File: src/lsbc_defines.vh
// Constants for the LED sink blink control block.
// Assumes a 25 MHz aclk and 8-bit registers on 32-bit bus words.
`ifndef LSBC_DEFINES_VH
`define LSBC_DEFINES_VH

// Register indices and byte addresses (index times four)
`define LSBC_IDX_FADE     8'h0f
`define LSBC_IDX_ENABLE   8'h10
`define LSBC_IDX_TIME1    8'h11
`define LSBC_IDX_STATUS   8'h20
`define LSBC_ADDR_FADE    (`LSBC_IDX_FADE << 2)
`define LSBC_ADDR_ENABLE  (`LSBC_IDX_ENABLE << 2)
`define LSBC_ADDR_TIME1   (`LSBC_IDX_TIME1 << 2)
`define LSBC_ADDR_STATUS  (`LSBC_IDX_STATUS << 2)

// Reset values
`define LSBC_RST_FADE     2'h0
`define LSBC_RST_ENABLE   7'h00
`define LSBC_RST_TIME1    8'h00

// Field positions
`define LSBC_LAW_MSB      1
`define LSBC_LAW_LSB      0
`define LSBC_EN_MSB       6
`define LSBC_ON_MSB       7
`define LSBC_ON_LSB       6
`define LSBC_OFF7_MSB     5
`define LSBC_OFF7_LSB     4
`define LSBC_OFF6_MSB     3
`define LSBC_OFF6_LSB     2
`define LSBC_OFF5_MSB     1
`define LSBC_OFF5_LSB     0

// Fade law codes
`define LSBC_LAW_LINEAR   2'h0
`define LSBC_LAW_SQUARE   2'h1
`define LSBC_LAW_CUBIC10  2'h2
`define LSBC_LAW_CUBIC11  2'h3

// Timebase: one tick is 0.1 s
`define LSBC_CLK_NS       40
`define LSBC_TICK_NS      100000000
`define LSBC_TICK_CYCLES  (`LSBC_TICK_NS / `LSBC_CLK_NS)

// On durations in ticks of 0.1 s
`define LSBC_ON_T00       5'd2
`define LSBC_ON_T01       5'd6
`define LSBC_ON_T10       5'd8
`define LSBC_ON_T11       5'd12

// Off durations in ticks of 0.1 s, zero means no off phase
`define LSBC_OFF_T00      5'd0
`define LSBC_OFF_T01      5'd6
`define LSBC_OFF_T10      5'd12
`define LSBC_OFF_T11      5'd18

// AXI responses
`define LSBC_RESP_OKAY    2'h0
`define LSBC_RESP_SLVERR  2'h2

`endif

File: src/lsbc_sink_timer.v
// Per-sink on/off phase timer for the blink sequence.
// Assumes tick is a one-cycle pulse from the shared 0.1 s timebase.
`timescale 1ns/1ps

module lsbc_sink_timer (
  // Clock and reset
  input  wire       aclk,
  input  wire       aresetn,
  // Control
  input  wire       enable,
  input  wire       start,
  input  wire       tick,
  input  wire [4:0] on_ticks,
  input  wire [4:0] off_ticks,
  // Output
  output reg        sink_on
);

  localparam [1:0] ST_IDLE = 2'd0;
  localparam [1:0] ST_ON   = 2'd1;
  localparam [1:0] ST_OFF  = 2'd2;

  reg  [1:0] state;
  reg  [4:0] cnt;
  wire [4:0] cnt_inc;

  assign cnt_inc = cnt + 5'd1;

  always @(posedge aclk) begin
    if (!aresetn) begin
      state   <= ST_IDLE;
      cnt     <= 5'd0;
      sink_on <= 1'b0;
    end else if (!enable) begin
      state   <= ST_IDLE;
      cnt     <= 5'd0;
      sink_on <= 1'b0;
    end else if (start) begin
      state   <= ST_ON;
      cnt     <= 5'd0;
      sink_on <= 1'b1;
    end else begin
      case (state)
        ST_IDLE: begin
          state   <= ST_ON;
          cnt     <= 5'd0;
          sink_on <= 1'b1;
        end
        ST_ON: begin
          if (off_ticks == 5'd0) begin
            cnt     <= 5'd0;
            sink_on <= 1'b1;
          end else if (tick) begin
            if (cnt_inc >= on_ticks) begin
              state   <= ST_OFF;
              cnt     <= 5'd0;
              sink_on <= 1'b0;
            end else begin
              cnt <= cnt_inc;
            end
          end
        end
        ST_OFF: begin
          if (off_ticks == 5'd0) begin
            state   <= ST_ON;
            cnt     <= 5'd0;
            sink_on <= 1'b1;
          end else if (tick) begin
            if (cnt_inc >= off_ticks) begin
              state   <= ST_ON;
              cnt     <= 5'd0;
              sink_on <= 1'b1;
            end else begin
              cnt <= cnt_inc;
            end
          end
        end
        default: begin
          state   <= ST_IDLE;
          cnt     <= 5'd0;
          sink_on <= 1'b0;
        end
      endcase
    end
  end

endmodule

File: src/lsbc_top.v
// LED sink blink control: fade law, sink enables, blink timing.
// Assumes an AXI4-Lite master on aclk; low sink off codes come from
// another block on the same clock.
`timescale 1ns/1ps

`include "lsbc_defines.vh"

module lsbc_top #(
  parameter NUM_SINKS   = 7,
  parameter TICK_W      = 22,
  parameter TICK_CYCLES = `LSBC_TICK_CYCLES
) (
  // Clock and reset
  input  wire        aclk,
  input  wire        aresetn,
  // AXI4-Lite write address
  input  wire        s_axi_awvalid,
  output wire        s_axi_awready,
  input  wire [7:0]  s_axi_awaddr,
  input  wire [2:0]  s_axi_awprot,
  // AXI4-Lite write data
  input  wire        s_axi_wvalid,
  output wire        s_axi_wready,
  input  wire [31:0] s_axi_wdata,
  input  wire [3:0]  s_axi_wstrb,
  // AXI4-Lite write response
  output reg         s_axi_bvalid,
  input  wire        s_axi_bready,
  output reg  [1:0]  s_axi_bresp,
  // AXI4-Lite read address
  input  wire        s_axi_arvalid,
  output wire        s_axi_arready,
  input  wire [7:0]  s_axi_araddr,
  input  wire [2:0]  s_axi_arprot,
  // AXI4-Lite read data
  output reg         s_axi_rvalid,
  input  wire        s_axi_rready,
  output reg  [31:0] s_axi_rdata,
  output reg  [1:0]  s_axi_rresp,
  // Off codes of sinks 4..1, two bits each
  input  wire [7:0]  low_sink_off_time,
  // Fade law controls
  output reg  [1:0]  fade_law_select,
  output reg         dac_square_law,
  output reg         nonlinear_time_steps,
  output reg         cubic_profile_11,
  // Sink drive
  output wire [6:0]  sink_on
);

  // Register state
  reg  [6:0]  sink_n_enable;
  reg  [7:0]  time_upper;
  reg  [6:0]  enable_prev;

  // Write channel state
  reg         aw_held;
  reg         w_held;
  reg  [7:0]  aw_addr;
  reg  [31:0] w_data;
  reg  [3:0]  w_strb;

  // Timebase
  reg  [TICK_W-1:0] tick_cnt;
  reg               tick;

  wire        aw_fire;
  wire        w_fire;
  wire        ar_fire;
  wire        wr_go;
  wire [7:0]  wr_addr;
  wire [31:0] wr_data;
  wire [3:0]  wr_strb;
  wire        wr_low;
  wire [6:0]  start;
  wire        any_start;
  wire [1:0]  shared_on_time;
  wire [4:0]  on_ticks;
  wire [13:0] off_codes;
  // Status word mirrors the live sink drive

  // Decode shared on code to ticks of 0.1 s
  function [4:0] on_decode;
    input [1:0] code;
    begin
      case (code)
        2'h0:    on_decode = `LSBC_ON_T00;
        2'h1:    on_decode = `LSBC_ON_T01;
        2'h2:    on_decode = `LSBC_ON_T10;
        default: on_decode = `LSBC_ON_T11;
      endcase
    end
  endfunction

  // Decode an off code to ticks, zero when off phase disabled
  function [4:0] off_decode;
    input [1:0] code;
    begin
      case (code)
        2'h0:    off_decode = `LSBC_OFF_T00;
        2'h1:    off_decode = `LSBC_OFF_T01;
        2'h2:    off_decode = `LSBC_OFF_T10;
        default: off_decode = `LSBC_OFF_T11;
      endcase
    end
  endfunction

  // Address match against a register byte address
  function addr_is;
    input [7:0] addr;
    input [7:0] reg_addr;
    begin
      addr_is = (addr[7:2] == reg_addr[7:2]);
    end
  endfunction

  // Mapped register test
  function addr_mapped;
    input [7:0] addr;
    begin
      addr_mapped = addr_is(addr, `LSBC_ADDR_FADE) ||
                    addr_is(addr, `LSBC_ADDR_ENABLE) ||
                    addr_is(addr, `LSBC_ADDR_TIME1) ||
                    addr_is(addr, `LSBC_ADDR_STATUS);
    end
  endfunction

  // Write address and data taken independently
  assign s_axi_awready = !aw_held && !s_axi_bvalid;
  assign s_axi_wready  = !w_held && !s_axi_bvalid;
  assign aw_fire       = s_axi_awvalid && s_axi_awready;
  assign w_fire        = s_axi_wvalid && s_axi_wready;

  // Write proceeds once both halves are present
  assign wr_go   = (aw_held || aw_fire) && (w_held || w_fire);
  assign wr_addr = aw_held ? aw_addr : s_axi_awaddr;
  assign wr_data = w_held ? w_data : s_axi_wdata;
  assign wr_strb = w_held ? w_strb : s_axi_wstrb;
  assign wr_low  = wr_go && wr_strb[0];

  always @(posedge aclk) begin
    if (!aresetn) begin
      aw_held <= 1'b0;
      w_held  <= 1'b0;
      aw_addr <= 8'h00;
      w_data  <= 32'h0000_0000;
      w_strb  <= 4'h0;
    end else if (wr_go) begin
      aw_held <= 1'b0;
      w_held  <= 1'b0;
    end else begin
      if (aw_fire) begin
        aw_held <= 1'b1;
        aw_addr <= s_axi_awaddr;
      end
      if (w_fire) begin
        w_held <= 1'b1;
        w_data <= s_axi_wdata;
        w_strb <= s_axi_wstrb;
      end
    end
  end

  // Write response
  always @(posedge aclk) begin
    if (!aresetn) begin
      s_axi_bvalid <= 1'b0;
      s_axi_bresp  <= `LSBC_RESP_OKAY;
    end else if (wr_go) begin
      s_axi_bvalid <= 1'b1;
      s_axi_bresp  <= addr_mapped(wr_addr) ? `LSBC_RESP_OKAY
                                           : `LSBC_RESP_SLVERR;
    end else if (s_axi_bready) begin
      s_axi_bvalid <= 1'b0;
    end
  end

  // Register writes; reserved bits are not stored
  always @(posedge aclk) begin
    if (!aresetn) begin
      fade_law_select <= `LSBC_RST_FADE;
      sink_n_enable   <= `LSBC_RST_ENABLE;
      time_upper      <= `LSBC_RST_TIME1;
    end else if (wr_low) begin
      if (addr_is(wr_addr, `LSBC_ADDR_FADE)) begin
        fade_law_select <= wr_data[`LSBC_LAW_MSB:`LSBC_LAW_LSB];
      end
      if (addr_is(wr_addr, `LSBC_ADDR_ENABLE)) begin
        sink_n_enable <= wr_data[`LSBC_EN_MSB:0];
      end
      if (addr_is(wr_addr, `LSBC_ADDR_TIME1)) begin
        time_upper <= wr_data[7:0];
      end
    end
  end

  // Read channel
  assign s_axi_arready = !s_axi_rvalid;
  assign ar_fire       = s_axi_arvalid && s_axi_arready;

  always @(posedge aclk) begin
    if (!aresetn) begin
      s_axi_rvalid <= 1'b0;
      s_axi_rdata  <= 32'h0000_0000;
      s_axi_rresp  <= `LSBC_RESP_OKAY;
    end else if (ar_fire) begin
      s_axi_rvalid <= 1'b1;
      s_axi_rresp  <= `LSBC_RESP_OKAY;
      s_axi_rdata  <= 32'h0000_0000;
      if (addr_is(s_axi_araddr, `LSBC_ADDR_FADE)) begin
        s_axi_rdata[1:0] <= fade_law_select;
      end else if (addr_is(s_axi_araddr, `LSBC_ADDR_ENABLE)) begin
        s_axi_rdata[6:0] <= sink_n_enable;
      end else if (addr_is(s_axi_araddr, `LSBC_ADDR_TIME1)) begin
        s_axi_rdata[7:0] <= time_upper;
      end else if (addr_is(s_axi_araddr, `LSBC_ADDR_STATUS)) begin
        s_axi_rdata[6:0] <= sink_on;
      end else begin
        s_axi_rresp <= `LSBC_RESP_SLVERR;
      end
    end else if (s_axi_rready) begin
      s_axi_rvalid <= 1'b0;
    end
  end

  // Fade law decode for the DAC and fade engine
  always @(posedge aclk) begin
    if (!aresetn) begin
      dac_square_law       <= 1'b0;
      nonlinear_time_steps <= 1'b0;
      cubic_profile_11     <= 1'b0;
    end else begin
      case (fade_law_select)
        `LSBC_LAW_LINEAR: begin
          dac_square_law       <= 1'b0;
          nonlinear_time_steps <= 1'b0;
          cubic_profile_11     <= 1'b0;
        end
        `LSBC_LAW_SQUARE: begin
          dac_square_law       <= 1'b1;
          nonlinear_time_steps <= 1'b0;
          cubic_profile_11     <= 1'b0;
        end
        `LSBC_LAW_CUBIC10: begin
          dac_square_law       <= 1'b1;
          nonlinear_time_steps <= 1'b1;
          cubic_profile_11     <= 1'b0;
        end
        default: begin
          dac_square_law       <= 1'b1;
          nonlinear_time_steps <= 1'b1;
          cubic_profile_11     <= 1'b1;
        end
      endcase
    end
  end

  // Enable rise detection; one write raises all its bits together
  always @(posedge aclk) begin
    if (!aresetn) begin
      enable_prev <= 7'h00;
    end else begin
      enable_prev <= sink_n_enable;
    end
  end

  assign start     = sink_n_enable & ~enable_prev;
  assign any_start = |start;

  // Shared 0.1 s timebase, restarted when any sink starts so that
  // sinks started together see identical tick timing
  always @(posedge aclk) begin
    if (!aresetn) begin
      tick_cnt <= {TICK_W{1'b0}};
      tick     <= 1'b0;
    end else if (any_start) begin
      tick_cnt <= {TICK_W{1'b0}};
      tick     <= 1'b0;
    end else if (tick_cnt == TICK_CYCLES[TICK_W-1:0] - 1'b1) begin
      tick_cnt <= {TICK_W{1'b0}};
      tick     <= 1'b1;
    end else begin
      tick_cnt <= tick_cnt + 1'b1;
      tick     <= 1'b0;
    end
  end

  // Timing fields
  assign shared_on_time = time_upper[`LSBC_ON_MSB:`LSBC_ON_LSB];
  assign on_ticks       = on_decode(shared_on_time);

  // Off codes, sink 7 in the top pair down to sink 1 at the bottom
  assign off_codes = {time_upper[`LSBC_OFF7_MSB:`LSBC_OFF7_LSB],
                      time_upper[`LSBC_OFF6_MSB:`LSBC_OFF6_LSB],
                      time_upper[`LSBC_OFF5_MSB:`LSBC_OFF5_LSB],
                      low_sink_off_time};

  // Per-sink timers
  genvar i;
  generate
    for (i = 0; i < NUM_SINKS; i = i + 1) begin : g_sink
      wire [4:0] off_ticks;

      assign off_ticks = off_decode(off_codes[2*i+1:2*i]);
      // Code changes act at once on the running phase count

      lsbc_sink_timer u_timer (
        .aclk      (aclk),
        .aresetn   (aresetn),
        .enable    (sink_n_enable[i]),
        .start     (start[i]),
        .tick      (tick),
        .on_ticks  (on_ticks),
        .off_ticks (off_ticks),
        .sink_on   (sink_on[i])
      );
    end
  endgenerate

endmodule

File: config.mk
export PLATFORM = sky130hd
export DESIGN_NAME = lsbc_top
export DESIGN_NICKNAME = d
export VERILOG_FILES = /design/src/lsbc_sink_timer.v /design/src/lsbc_top.v
export VERILOG_INCLUDE_DIRS = /design/src
export SDC_FILE = /design/constraint.sdc
export NUM_CORES = 1
export LEC_CHECK = 0
export ABC_AREA = 1
export BUFFER_PORTS_ARGS = -buffer_cell sky130_fd_sc_hd__buf_2
export CAP_MARGIN = 40
export CORE_UTILIZATION = 53
export DETAILED_ROUTE_END_ITERATION = 12
export PLACE_DENSITY_LB_ADDON = 0.3
export SYNTH_ARGS = -nofsm -noshare
export SYNTH_HDL_FRONTEND = slang
export SYNTH_SLANG_ARGS = --single-unit
File: constraint.sdc
create_clock -name aclk -period 2.07 [get_ports aclk]
set_input_delay 0.414 -clock aclk [delete_from_list [all_inputs] [get_ports aclk]]
set_output_delay 0.414 -clock aclk [all_outputs]
set_load 0.01 [all_outputs]
Yosys cells after proc, flatten, opt, wreduce, memory -nomap -nowiden
Index checks and enable logic that the tools add are counted.
{ "classes": {"mux": 192, "order_cmp": 14, "bitwise": 11, "n_eq_ne": 132, "reduce_logical": 93, "addsub": 8} }
{ "ops": {"columns": ["operator", "n"], "rows": [
  ["5-bit 2-to-1 mux", 42],
  ["5-bit case mux with 3 select lines", 7],
  ["2-bit 2-to-1 mux", 48],
  ["5-bit case mux with 2 select lines", 7],
  ["5-bit AND reduction", 14],
  ["1-bit 2-to-1 mux", 67],
  ["3-bit by 2-bit inequality test with 1-bit output (second input constant)", 21],
  ["4-bit by 2-bit inequality test with 1-bit output (second input constant)", 14],
  ["4-bit by 3-bit inequality test with 1-bit output (second input constant)", 14],
  ["3-bit inequality test (second input constant)", 14],
  ["2-bit case mux with 3 select lines", 7],
  ["2-bit AND reduction", 19],
  ["5-bit by 1-bit adder with 5-bit output (second input constant)", 7],
  ["5-bit by 4-bit >= comparator with 1-bit output", 7],
  ["5-bit >= comparator", 7],
  ["5-bit logical NOT", 7],
  ["2-bit by 1-bit == test with 1-bit output (second input constant)", 16],
  ["2-bit == test (second input constant)", 16],
  ["2-bit logical NOT", 16],
  ["2-bit inequality test (second input constant)", 14],
  ["4-bit AND reduction", 7],
  ["6-bit by 5-bit == test with 1-bit output (second input constant)", 4],
  ["3-bit OR reduction", 8],
  ["22-bit by 1-bit adder with 22-bit output (second input constant)", 1],
  ["other kinds (20)", 66]
]} }
{ "totals": {"output_inout_bits": 53, "reg_bits": 139, "in_bits": 73} }

Longest topological paths before layout
Gate-level depths: netlist (run 1).
{ "depth": {"depth_word": 8, "mapped_depth": 15, "ltp_nobuf": 15} }

Hierarchy
Synthesis (run 1) repeated with hierarchy kept, for this count alone.
{ "hier_totals": {"hier_cells": 1517, "area_unflattened_um2": 10124.7} }
{ "modules_own_cells": {"columns": ["mod", "instances", "cells_each", "seq_area_each_um2", "area_each_um2"], "rows": [
  ["lsbc_sink_timer at g_sink[0].u_timer ...", 6, 124, 160.2, 813.3],
  ["lsbc_top", 1, 648, 1581.5, 4428.0],
  ["lsbc_sink_timer at g_sink[4].u_timer", 1, 125, 160.2, 817.0]
]} }

Worst setup path after synthesis (run 1)
OpenSTA, ideal clock, no wires.
{ "synth_timing": {"path_kind": "flip-flop to flip-flop", "startpoint": "register g_sink[2].u_timer.cnt[0]", "endpoint": "register g_sink[2].u_timer.sink_on", "path_stages_with_launch": 14, "setup_time_ps": 56, "setup_slack_ps": -7, "synth_period_minus_slack_ps": 2077, "t_required_ps": 2014, "n_path_buf": 0, "t_arrival_ps": 2021, "path_cell_list": "dfxtp_1 ha_1 nand3_1 xor2_1 inv_1 ha_1 a21o_1 a21oi_1 nand4_1 nand2_1 o21ai_0 nand3_1 nand2_1 inv_1"} }
{ "synth_via": {"elab_chain_len": 4, "elab_cells_between_ends": 6, "cone_classes": "1 x add/sub; 2 x order compare; 2 x eq/ne; 1 x reduce/logical"} }
{ "synth_lines": {"columns": ["element", "line_no", "rtl"], "rows": [
  ["from (decl)", "lsbc_sink_timer.v:24", "reg [4:0] cnt;"],
  ["from (signal assigned)", "lsbc_sink_timer.v:59", "cnt <= cnt_inc;"],
  ["from (signal assigned)", "lsbc_sink_timer.v:74", "cnt <= cnt_inc;"],
  ["5-bit by 1-bit adder with 5-bit output (*)", "lsbc_sink_timer.v:27", "assign cnt_inc = cnt + 5'd1;"],
  ["5-bit by 4-bit >= comparator with 1-bit output or 5-bit >= comparator (tied branches)", "lsbc_sink_timer.v:54, lsbc_sink_timer.v:69", null],
  ["4-bit by 2-bit inequality test with 1-bit output (no source line)", null, null],
  ["4-bit AND reduction (no source line) (*)", null, null],
  ["to (signal assigned)", "lsbc_sink_timer.v:33", "sink_on <= 1'b0;"],
  ["to (signal assigned)", "lsbc_sink_timer.v:52", "sink_on <= 1'b1;"],
  ["to (signal assigned)", "lsbc_sink_timer.v:57", "sink_on <= 1'b0;"],
  ["to (decl)", "lsbc_sink_timer.v:16", "output reg sink_on"]
]} }
Mark *: on every way between the ends. The rest lies on a longest branch, timed or not.
A chain may end at the register's enable or synchronous reset.

Worst setup path in the final report (run 1)
{ "layout_timing": {"startpoint": "register g_sink[3].u_timer.cnt[0]", "endpoint": "register g_sink[3].u_timer.sink_on"} }
{ "layout_via": {"elab_chain_len": 4, "elab_cells_between_ends": 6, "cone_classes": "1 x add/sub; 2 x order compare; 2 x eq/ne; 1 x reduce/logical"} }
{ "layout_lines": {"columns": ["element", "line_no"], "rows": [
  ["from (decl)", "lsbc_sink_timer.v:24"],
  ["from (signal assigned)", "lsbc_sink_timer.v:59"],
  ["from (signal assigned)", "lsbc_sink_timer.v:74"],
  ["5-bit by 1-bit adder with 5-bit output (*)", "lsbc_sink_timer.v:27"],
  ["5-bit by 4-bit >= comparator with 1-bit output or 5-bit >= comparator (tied branches)", "lsbc_sink_timer.v:54, lsbc_sink_timer.v:69"],
  ["4-bit by 2-bit inequality test with 1-bit output (no source line)", null],
  ["4-bit AND reduction (no source line) (*)", null],
  ["to (signal assigned)", "lsbc_sink_timer.v:33"],
  ["to (signal assigned)", "lsbc_sink_timer.v:52"],
  ["to (signal assigned)", "lsbc_sink_timer.v:57"],
  ["to (decl)", "lsbc_sink_timer.v:16"]
]} }
Marked as above.

==> results of run 1 <==
## synthesized netlist by cell type, types with 2 or more instances
cell	n
o221ai_1	5
nand3b_1	5
nor4_1	4
a21boi_0	4
nor2_1	96
a21o_1	5
or2_2	8
buf_2	5
inv_2	3
o21ai_1	10
a31oi_1	3
nor3b_1	3
nand3_2	2
buf_6	4
nand4_1	40
clkbuf_1	6
buf_4	34
nand2_2	10
nor3b_2	4
nand3_1	92
nor3_1	15
dfxtp_1	135
o21ai_0	58
o21bai_1	5
nand2_1	218
inv_1	222
xnor2_1	10
nor2_4	3
xor2_1	10
a21oi_1	92
o22ai_1	6
ha_1	106
nor2_2	3
o211ai_1	3
o21a_1	3
o21ai_2	3
## kinds of logic (layout without fill, tap and decap cells)
group                      after synthesis  in the layout  share of synthesized area
and+or+nand+nor                        509            509                     0.2640
buffers and inverters                  277            413                     0.1354
AOI/OAI and AO/OA                      203            203                     0.1285
DFF                                    135            135                     0.3033
adders and majority gates              106            106                     0.1488
xor gates and xnor gates                20             20                    0.01966
other                                    1             26                  0.0004208
## state kept, by name, indices dropped and copies added (netlist names), 2 cells and up
signal and flops:
aw_addr 6, g_sink.u_timer.sink_on 7, enable_prev 7, tick_cnt 22, w_data 8, time_upper 8, s_axi_rdata 8, g_sink.u_timer.cnt 35
g_sink.u_timer.state 14, sink_n_enable 7, fade_law_select 2
## per-stage QoR
step	hold slack, ns	util	TNS, ns	std cells
floorplan	0.4176	-	0	1276
global placement	0.4329	0.5915	-4.121	1579
detailed placement	0.4442	0.5915	-4.913	1579
CTS	0.2103	0.6438	-0.05268	1620
global route	0.2290	0.6888	-3.095	1632
finish	0.2237	0.6888	-0.4194	1632
## worst min-delay path by stage
stage,to,slack (ns),startpoint
final,aw_addr[3],0.22,s_axi_awaddr[3]
after global routing,w_strb[0],0.23,s_axi_wstrb[0]
after CTS,aw_addr[2],0.21,s_axi_awaddr[2]
after detailed placement,tick_cnt[0],0.44,tick_cnt[0]
after global placement,tick_cnt[0],0.43,tick_cnt[0]
after floorplan,tick_cnt[0],0.42,tick_cnt[0]
## power groups by stage
stage / Sequential [uW] / Combinational [uW] / Clock, uW
floorplan: 2770 / 468 / 0
global placement: 2790 / 591 / 0
detailed placement: 2790 / 603 / 0
CTS: 2730 / 612 / 2920
global route: 2740 / 712 / 3030
finish: 2730 / 631 / 2900
## worst max-delay path: stages (launching register included)
cell	delay, ns
dfxtp_2	0.33
ha_4	0.17
buf_6	0.12
xor2_4	0.20
ha_4	0.28
inv_1	0.04
o21bai_1	0.20
a21boi_2	0.08
nand4_1	0.09
buf_6	0.14
o21ai_4	0.09
o21ai_0	0.21
inv_1	0.06
nor2_1	0.08
## per-layer routing
| metal | vias up | track usage | part of all wire |
|---|---|---|---|
| met3 | 56 | 0.04591 | 0.051 |
| met5 | - | 0 | 0 |
| met1 | 3951 | 0.3034 | 0.43 |
| li1 | 4294 | - | - |
| met2 | 261 | 0.4145 | 0.49 |
| met4 | 0 | 0.08850 | 0.026 |
## final cells by class
class	instances	share of cell area
flip-flops and latches	135	0.2400
inverters	227	0.07563
multi-input cells	864	0.5185
clock buffers	23	0.04463
well taps	220	0.02418
clock inverters	9	0.005826
repair buffers	154	0.09124
## repair_timing
item	4_1_cts	5_1_grt
pin swaps	36	59
setup endpoints to repair	41	61
gates resized for setup	52	134
buffers inserted	10	13
==> results.toml, run 1 <==
[outcome]
status = "finished, violations left"
violations = "negative setup slack"

[power_and_ir_drop]
ir_worst_vdd_mv = 0.6242
combPwrFrac = 0.101
power_frac_clock = 0.463
intPower_uw = 4635
seq_power_share = 0.436
p_sw_frac = 0.2600
power.switching_uw = 1628
total_power_uw = 6263
cellPowerDensity_mw_per_mm2 = 550.3
leakagePower_uw = 0.005194

[critical_path]
reg2regPathDepth = 13
crit_fanout = 6
arrival_ns = 2.54
cp.required_ns = 2.43
critPathLaunch = "g_sink[3].u_timer.cnt[0]"
critical_path_class = "register to register"
r2r_slack_ns = -0.10
endpoint = "g_sink[3].u_timer.sink_on"
crit-reg2reg-launch = "g_sink[3].u_timer.cnt[0]"
r2r-end = "g_sink[3].u_timer.sink_on"
critPathLaunchType = "register"
critPathCaptureType = "register"

[clocking]
cts_tree = "yes"
path_clk_slew_ns = 0.06
clockBufferDepth = 2
cts_sinks = 135
ctsRootBufferMaster = "clkbuf_16"
clk_latency_ns = 0.43
hold_buffers = 0
htreeDepth = 4
numCtsBuffers = 17

[sta]
period_needed_ns = 2.172
rsz0062_at_grt = "true"
fin_crit_sh = 1.049
fin_skew_ns = 0.009324
fmax_mhz = 460.4
worst_pin_slew_ns = 0.5149
max_slew_margin = 0.6555
drv_slew = 0
setup_viol = 11
setup_ws_ns = -0.1019
final-hold-violation-count = 0

[final_layout]
fill_cells = 1341
seqCellArea_mm2 = 0.002731
layout-drive-gt1-share = 0.2592
layout_commonest_cell = "inv_1"
final_cell_mix = "inv_1, nand2_1, dfxtp_1"
nets = 1578
fin_area_mm2 = 0.01138
multi_input_area_mm2 = 0.005902
antennaDiodeCount = 0
area_delta_synth_final_pct = 27.73

[grt]
grt_max_degree = 44
grt_overflow = 0
first_global_vias = 7617
antenna_found_initial = 0
track_usage = 0.2430
grt_pass1_wl_um = 34380

[synthesis]
synthesis.area_mm2 = 0.008911
syn_avg_cell_area_um2 = 7.123
synth_ff_type = "dfxtp_1"
yosysTopAreaCell = "dfxtp_1"
synthArstFlopShare = 0
ys_seq_area_frac = 0.3033
synth_edf_count = 0
yosys_warnings = 0
synth_top_cell_area_share = 0.3033
syn-instance-count = 1251
ys_top_cells_by_area = "dfxtp_1, ha_1, inv_1"
synth-seq-cells = 135
ys_types = 52

[detailed_routing]
ant_nets = 0
drtPass1Iterations = 6
drt-total-wl_um = 22710
wl_per_cell_um = 13.92
detailroute.via_count = 8562
initialDrtViolationCount = 614
viasPerCell = 5.246
drc_errors = 0

[place]
gp_congestion = 0.8613
dp_hpwl_um = 15360
pre_cts_ws_ns = -0.1735
io_buffers = 62
post_dp_cell_area_mm2 = 0.009774

[die]
chipWidth_um = 131.7
initial_core_util = 0.5393
ios = 126
num_rows = 47
core_mm2 = 0.01652
die_area_mm2 = 0.01734
die_h_um = 131.7

[worst_hold_path]
min_path_cells = 3
hp-class = "input pin to register"

[flow_run]
maxCapViolCount = 0
(Power assumes the default switching activity.)
==> inputs of run 2 (changes only) <==
- SETUP_SLACK_MARGIN: default -> 0.15
==> run 2 against run 1 <==
The run still ends with negative setup slack left. Sequential cell count did not move. Clock power fell by 7.2%. Worst setup slack got worse by 0.012 ns. Die area did not move. Sequential share of layout area rose by 0.23 points. Core utilization fell by 0.31 points. Critical path type unchanged. Via count fell by 1.9%. Global-route usage rose by 0.40 points. Hold slack improved by 0.0053 ns. Largest power group is now registers.
==> results.toml, run 2 (synthesized netlist as in run 1, its figures left out) <==
[outcome]
status = "finished, violations left"
violations = "negative setup slack"

[grt]
grt_pass1_wl_um = 35130
grt_max_degree = 44
first_global_vias = 7950
grt_overflow = 0
track_usage = 0.2470
antenna_found_initial = 0

[critical_path]
critPathCaptureType = "register"
crit_slowest_cell = "dfxtp_2"
cp.required_ns = 2.42
slowest_delay_ns = 0.35
critical_path_class = "register to register"
critical-path-top-delay-family = "buffers and inverters"
cp_cell_sequence = "ha_4 > nand3_4 > xor2_2 > buf_4 > buf_6 > buf_6 > buf_6 > buf_6 > buf_6 > nand4_1 > o21ai_4 > nand3_1 > a21oi_2"
critPathBufInv = 6
arrival_ns = 2.54
critPathLaunchType = "register"
crit_fanout = 6
cp_common_cell = "buf_6"

[final_layout]
largest-register = "g_sink.u_timer.cnt"
nets = 1563
final_cell_mix = "inv_1, nand2_1, dfxtp_1"
largest_register_ffs = 35
layout_commonest_cell = "inv_1"
antennaDiodeCount = 0
fin_area_mm2 = 0.01133
layout-drive-gt1-share = 0.2678
top_regs = "g_sink.u_timer.cnt: 35 flops, tick_cnt: 22 flops, g_sink.u_timer.state: 14 flops"
final_cells = 1613
area_delta_synth_final_pct = 27.16

[detailed_routing]
ant_nets = 0
viasPerCell = 5.208
initialDrtViolationCount = 490
wl_per_cell_um = 13.46
drtPass1Iterations = 7
drt-total-wl_um = 21710
drc_errors = 0
detailroute.via_count = 8401

[place]
dp_hpwl_um = 15340
dp.cells = 1562
gp_congestion = 0.8229
io_buffers = 62
post_dp_cell_area_mm2 = 0.009816
pre_cts_ws_ns = -0.1685

[flow_run]
maxCapViolCount = 0

[clocking]
cts_tree = "yes"
hold_buffers = 0
clk_latency_ns = 0.43
numCtsBuffers = 17
ctsRootBufferMaster = "clkbuf_16"
path_clk_slew_ns = 0.05
htreeDepth = 4
clockBufferDepth = 2
cts_sinks = 135

[power_and_ir_drop]
p_sw_frac = 0.2568
power.switching_uw = 1552
combPwrFrac = 0.103
leakagePower_uw = 0.005136
seq_power_share = 0.452
cellPowerDensity_mw_per_mm2 = 533.3
ir_worst_vdd_mv = 0.5286
power_frac_clock = 0.444
intPower_uw = 4491

[sta]
setup_viol = 30
final-hold-violation-count = 0
setup_ws_ns = -0.1135
rsz0062_at_grt = "true"
drv_slew = 0
fmax_mhz = 458.0
fin_crit_sh = 1.055
fin_skew_ns = 0.007636
period_needed_ns = 2.183
setup_tns_ns = -1.405

[worst_hold_path]
hp-class = "input pin to register"

[die]
initial_core_util = 0.5393
ios = 126
num_rows = 47
die_h_um = 131.7
die_area_mm2 = 0.01734
core_mm2 = 0.01652
chipWidth_um = 131.7
[run 2: per-stage QoR]
stage	total power, uW	util	hold slack (ns)
3_5_place_dp	3382	0.5940	0.4406
3_3_place_gp	3367	0.5940	0.4323
5_1_grt	6268	0.6857	0.2309
6_report	6043	0.6857	0.2290
2_1_floorplan	3239	-	0.4176
4_1_cts	6046	0.6469	0.2167
[run 2: final cells by class]
cell class,count,area [um2]
multi-input combinational,864,6011
fill,1333,5194
sequential,135,2745
timing repair buffer,139,934.6
inverter,227,858.3
clock buffer,24,481.7
tap,220,275.3
clock inverter,4,25.02
[run 2: worst paths after layout]
check | start | endpoint | slack, ns | cells after the start
setup reg to reg | g_sink[3].u_timer.cnt[1] | g_sink[3].u_timer.cnt[1] | -0.11 | 13
hold reg to reg | tick_cnt[0] | tick_cnt[0] | 0.45 | 1
hold / removal | s_axi_wstrb[0] | w_strb[0] | 0.23 | 3
setup / recovery | g_sink[3].u_timer.cnt[1] | g_sink[3].u_timer.cnt[1] | -0.11 | 13
[run 2: power groups by stage]
| stage | logic, uW | registers, uW | clock network, uW |
|---|---|---|---|
| after floorplan | 474 | 2770 | 0 |
| after global placement | 579 | 2790 | 0 |
| after detailed placement | 594 | 2790 | 0 |
| after CTS | 605 | 2730 | 2710 |
| after global routing | 705 | 2740 | 2820 |
| final | 625 | 2730 | 2690 |
[run 2: what timing repair did]
item / CTS / global route
hold endpoints to repair: 0 / 0
setup endpoints to repair: 56 / 64
cloned: 0 / 0
resized for setup: 65 / 117
setup buffers: 12 / 11
pin swaps: 40 / 52
[run 2: worst min-delay path, delay by kind of cell]
kind | cells | cell delay, ns
buffers and inverters | 1 | 0.09
and+or+nand+nor | 2 | 0.12
[run 2: routing by layer]
layer / vias up / track usage / wire (um)
met3: 57 / 0.03781 / 1082
met5: - / 0 / 0
met1: 3826 / 0.2974 / 9344
li1: 4264 / - / -
met4: 0 / 0.1208 / 659
met2: 254 / 0.4271 / 10630
==> inputs of run 3 (changes only) <==
- CORE_ASPECT_RATIO: default -> 1.75
==> run 3 against run 2 <==
Maximum frequency shrank 0.53%. The flow still finishes with violations (negative setup slack). Largest cell class unchanged. Clock power increased by 25%. Global-route usage up 1.4 points. Cell count increased by 0.93%. Critical endpoint is now g_sink[6].u_timer.cnt[0]. Critical path type unchanged. Sequential power about the same. Via count grew 2.0%. First-iteration DRC count is 9.8% lower.
==> results.toml, run 3 (synthesized netlist as in run 1, its figures left out) <==
[outcome]
status = "finished, violations left"
violations = "negative setup slack"

[grt]
first_global_vias = 8097
antenna_found_initial = 0
grt_overflow = 0
grt_pass1_wl_um = 36340
track_usage = 0.2611
grt_max_degree = 25

[sta]
setup_viol = 21
worst_pin_slew_ns = 0.4990
rsz0062_at_grt = "true"
fin_skew_ns = 0.01656
final-hold-violation-count = 0
setup_ws_ns = -0.1251
drv_slew = 0
fmax_mhz = 455.6
max_slew_margin = 0.6661
fin_crit_sh = 1.060
period_needed_ns = 2.195

[final_layout]
layout-drive-gt1-share = 0.2707
final_cells = 1628
final_cell_mix = "inv_1, nand2_1, dfxtp_1"
nets = 1570
top_regs = "g_sink.u_timer.cnt: 35 flops, tick_cnt: 22 flops, g_sink.u_timer.state: 14 flops"
largest-register = "g_sink.u_timer.cnt"
largest_register_ffs = 35
layout_commonest_cell = "inv_1"
antennaDiodeCount = 0
fill_cells = 1306
area_delta_synth_final_pct = 29.14

[die]
die_area_mm2 = 0.01736
num_rows = 62
initial_core_util = 0.5418
core_mm2 = 0.01645
chipWidth_um = 100.0
die_h_um = 173.5
ios = 126

[critical_path]
arrival_ns = 2.54
crit_fanout = 5
critPathLaunchType = "register"
critical_path_class = "register to register"
critPathCaptureType = "register"
cp.required_ns = 2.42

[power_and_ir_drop]
cellPowerDensity_mw_per_mm2 = 582.5
ir_worst_vdd_mv = 0.6167
leakagePower_uw = 0.005206

[clocking]
cts_sinks = 135
numCtsBuffers = 17
hold_buffers = 0
clk_latency_ns = 0.42
htreeDepth = 4
cts_tree = "yes"
clockBufferDepth = 2
path_clk_slew_ns = 0.06
ctsRootBufferMaster = "clkbuf_16"

[detailed_routing]
drt-total-wl_um = 23100
wl_per_cell_um = 14.19
ant_nets = 0
drtPass1Iterations = 5
drc_errors = 0
viasPerCell = 5.265
initialDrtViolationCount = 442
detailroute.via_count = 8572

[flow_run]
maxCapViolCount = 0

[worst_hold_path]
hp-class = "input pin to register"

[place]
dp.cells = 1575
dp_hpwl_um = 16310
pre_cts_ws_ns = -0.1352
io_buffers = 62
gp_congestion = 0.9149
==> run 3: changes by cell type in the layout (fill, tap and decap cells not counted), sizes merged <==
cell / before / now
inv: 225 / 227
buf: 139 / 146
clkinv: 3 / 4
clkinvlp: 3 / 2
clkbuf: 24 / 22
bufinv: 0 / 4
==> run 3: worst max-delay path, stage by stage, from the launching register on <==
cell and delay [ns]:
dfxtp_4 0.35, ha_4 0.17, nand3_4 0.08, xor2_2 0.19
inv_2 0.09, ha_4 0.23, a21oi_2 0.10, a21boi_2 0.17
nand4_1 0.24, nand2_2 0.24, a21oi_2 0.10, nor2_2 0.14
==> run 3: per-stage QoR <==
stage	setup TNS [ns]	hold slack (ns)	power [uW]	area, um2	util
after floorplan	0	0.4176	3239	9176	-
after global placement	-2.252	0.4338	3367	9888	0.6013
after detailed placement	-3.878	0.4482	3379	9888	0.6013
after CTS	-0.3179	0.2259	6722	11010	0.6695
after global routing	-5.355	0.2483	6955	11510	0.6997
final	-0.9263	0.2367	6703	11510	0.6997
==> run 3: final timing paths <==
kind / startpoint / endpoint / slack (ns) / cells past startpoint
setup / recovery: g_sink[6].u_timer.cnt[0] / g_sink[6].u_timer.cnt[0] / -0.13 / 11
hold / removal: s_axi_awaddr[4] / aw_addr[4] / 0.24 / 3
setup reg to reg: g_sink[6].u_timer.cnt[0] / g_sink[6].u_timer.cnt[0] / -0.13 / 11
hold reg to reg: aw_addr[5] / aw_addr[5] / 0.46 / 2
==> run 3: routing by layer <==
metal / track usage / vias to the layer above / part of all wire
li1: - / 4292 / -
met1: 0.2758 / 3955 / 0.38
met2: 0.4905 / 256 / 0.54
met3: 0.04234 / 69 / 0.047
met4: 0.1250 / 0 / 0.042
met5: 0 / - / 0
==> run 3: final cells by class <==
class / count / area [um2] / share of cell area
well taps: 224 / 280.3 / 0.02436
clock buffers: 22 / 495.5 / 0.04306
repair buffers: 146 / 974.7 / 0.08470
inverters: 227 / 854.6 / 0.07426
clock inverters: 10 / 163.9 / 0.01424
multi-input cells: 864 / 5995 / 0.5209
flip-flops and latches: 135 / 2744 / 0.2384
==> run 3: report_power, final <==
| group | internal (uW) | switching [uW] |
|---|---|---|
| combinational | 232 | 389 |
| clock | 2190 | 1160 |
| sequential | 2670 | 61.6 |
==> run 3: timing repair <==
item                       4_1_cts  5_1_grt
buffers inserted                14        7
resized for setup               82      100
hold endpoints to repair         0        0
pin swaps                       49       65
setup endpoints to repair       54       73
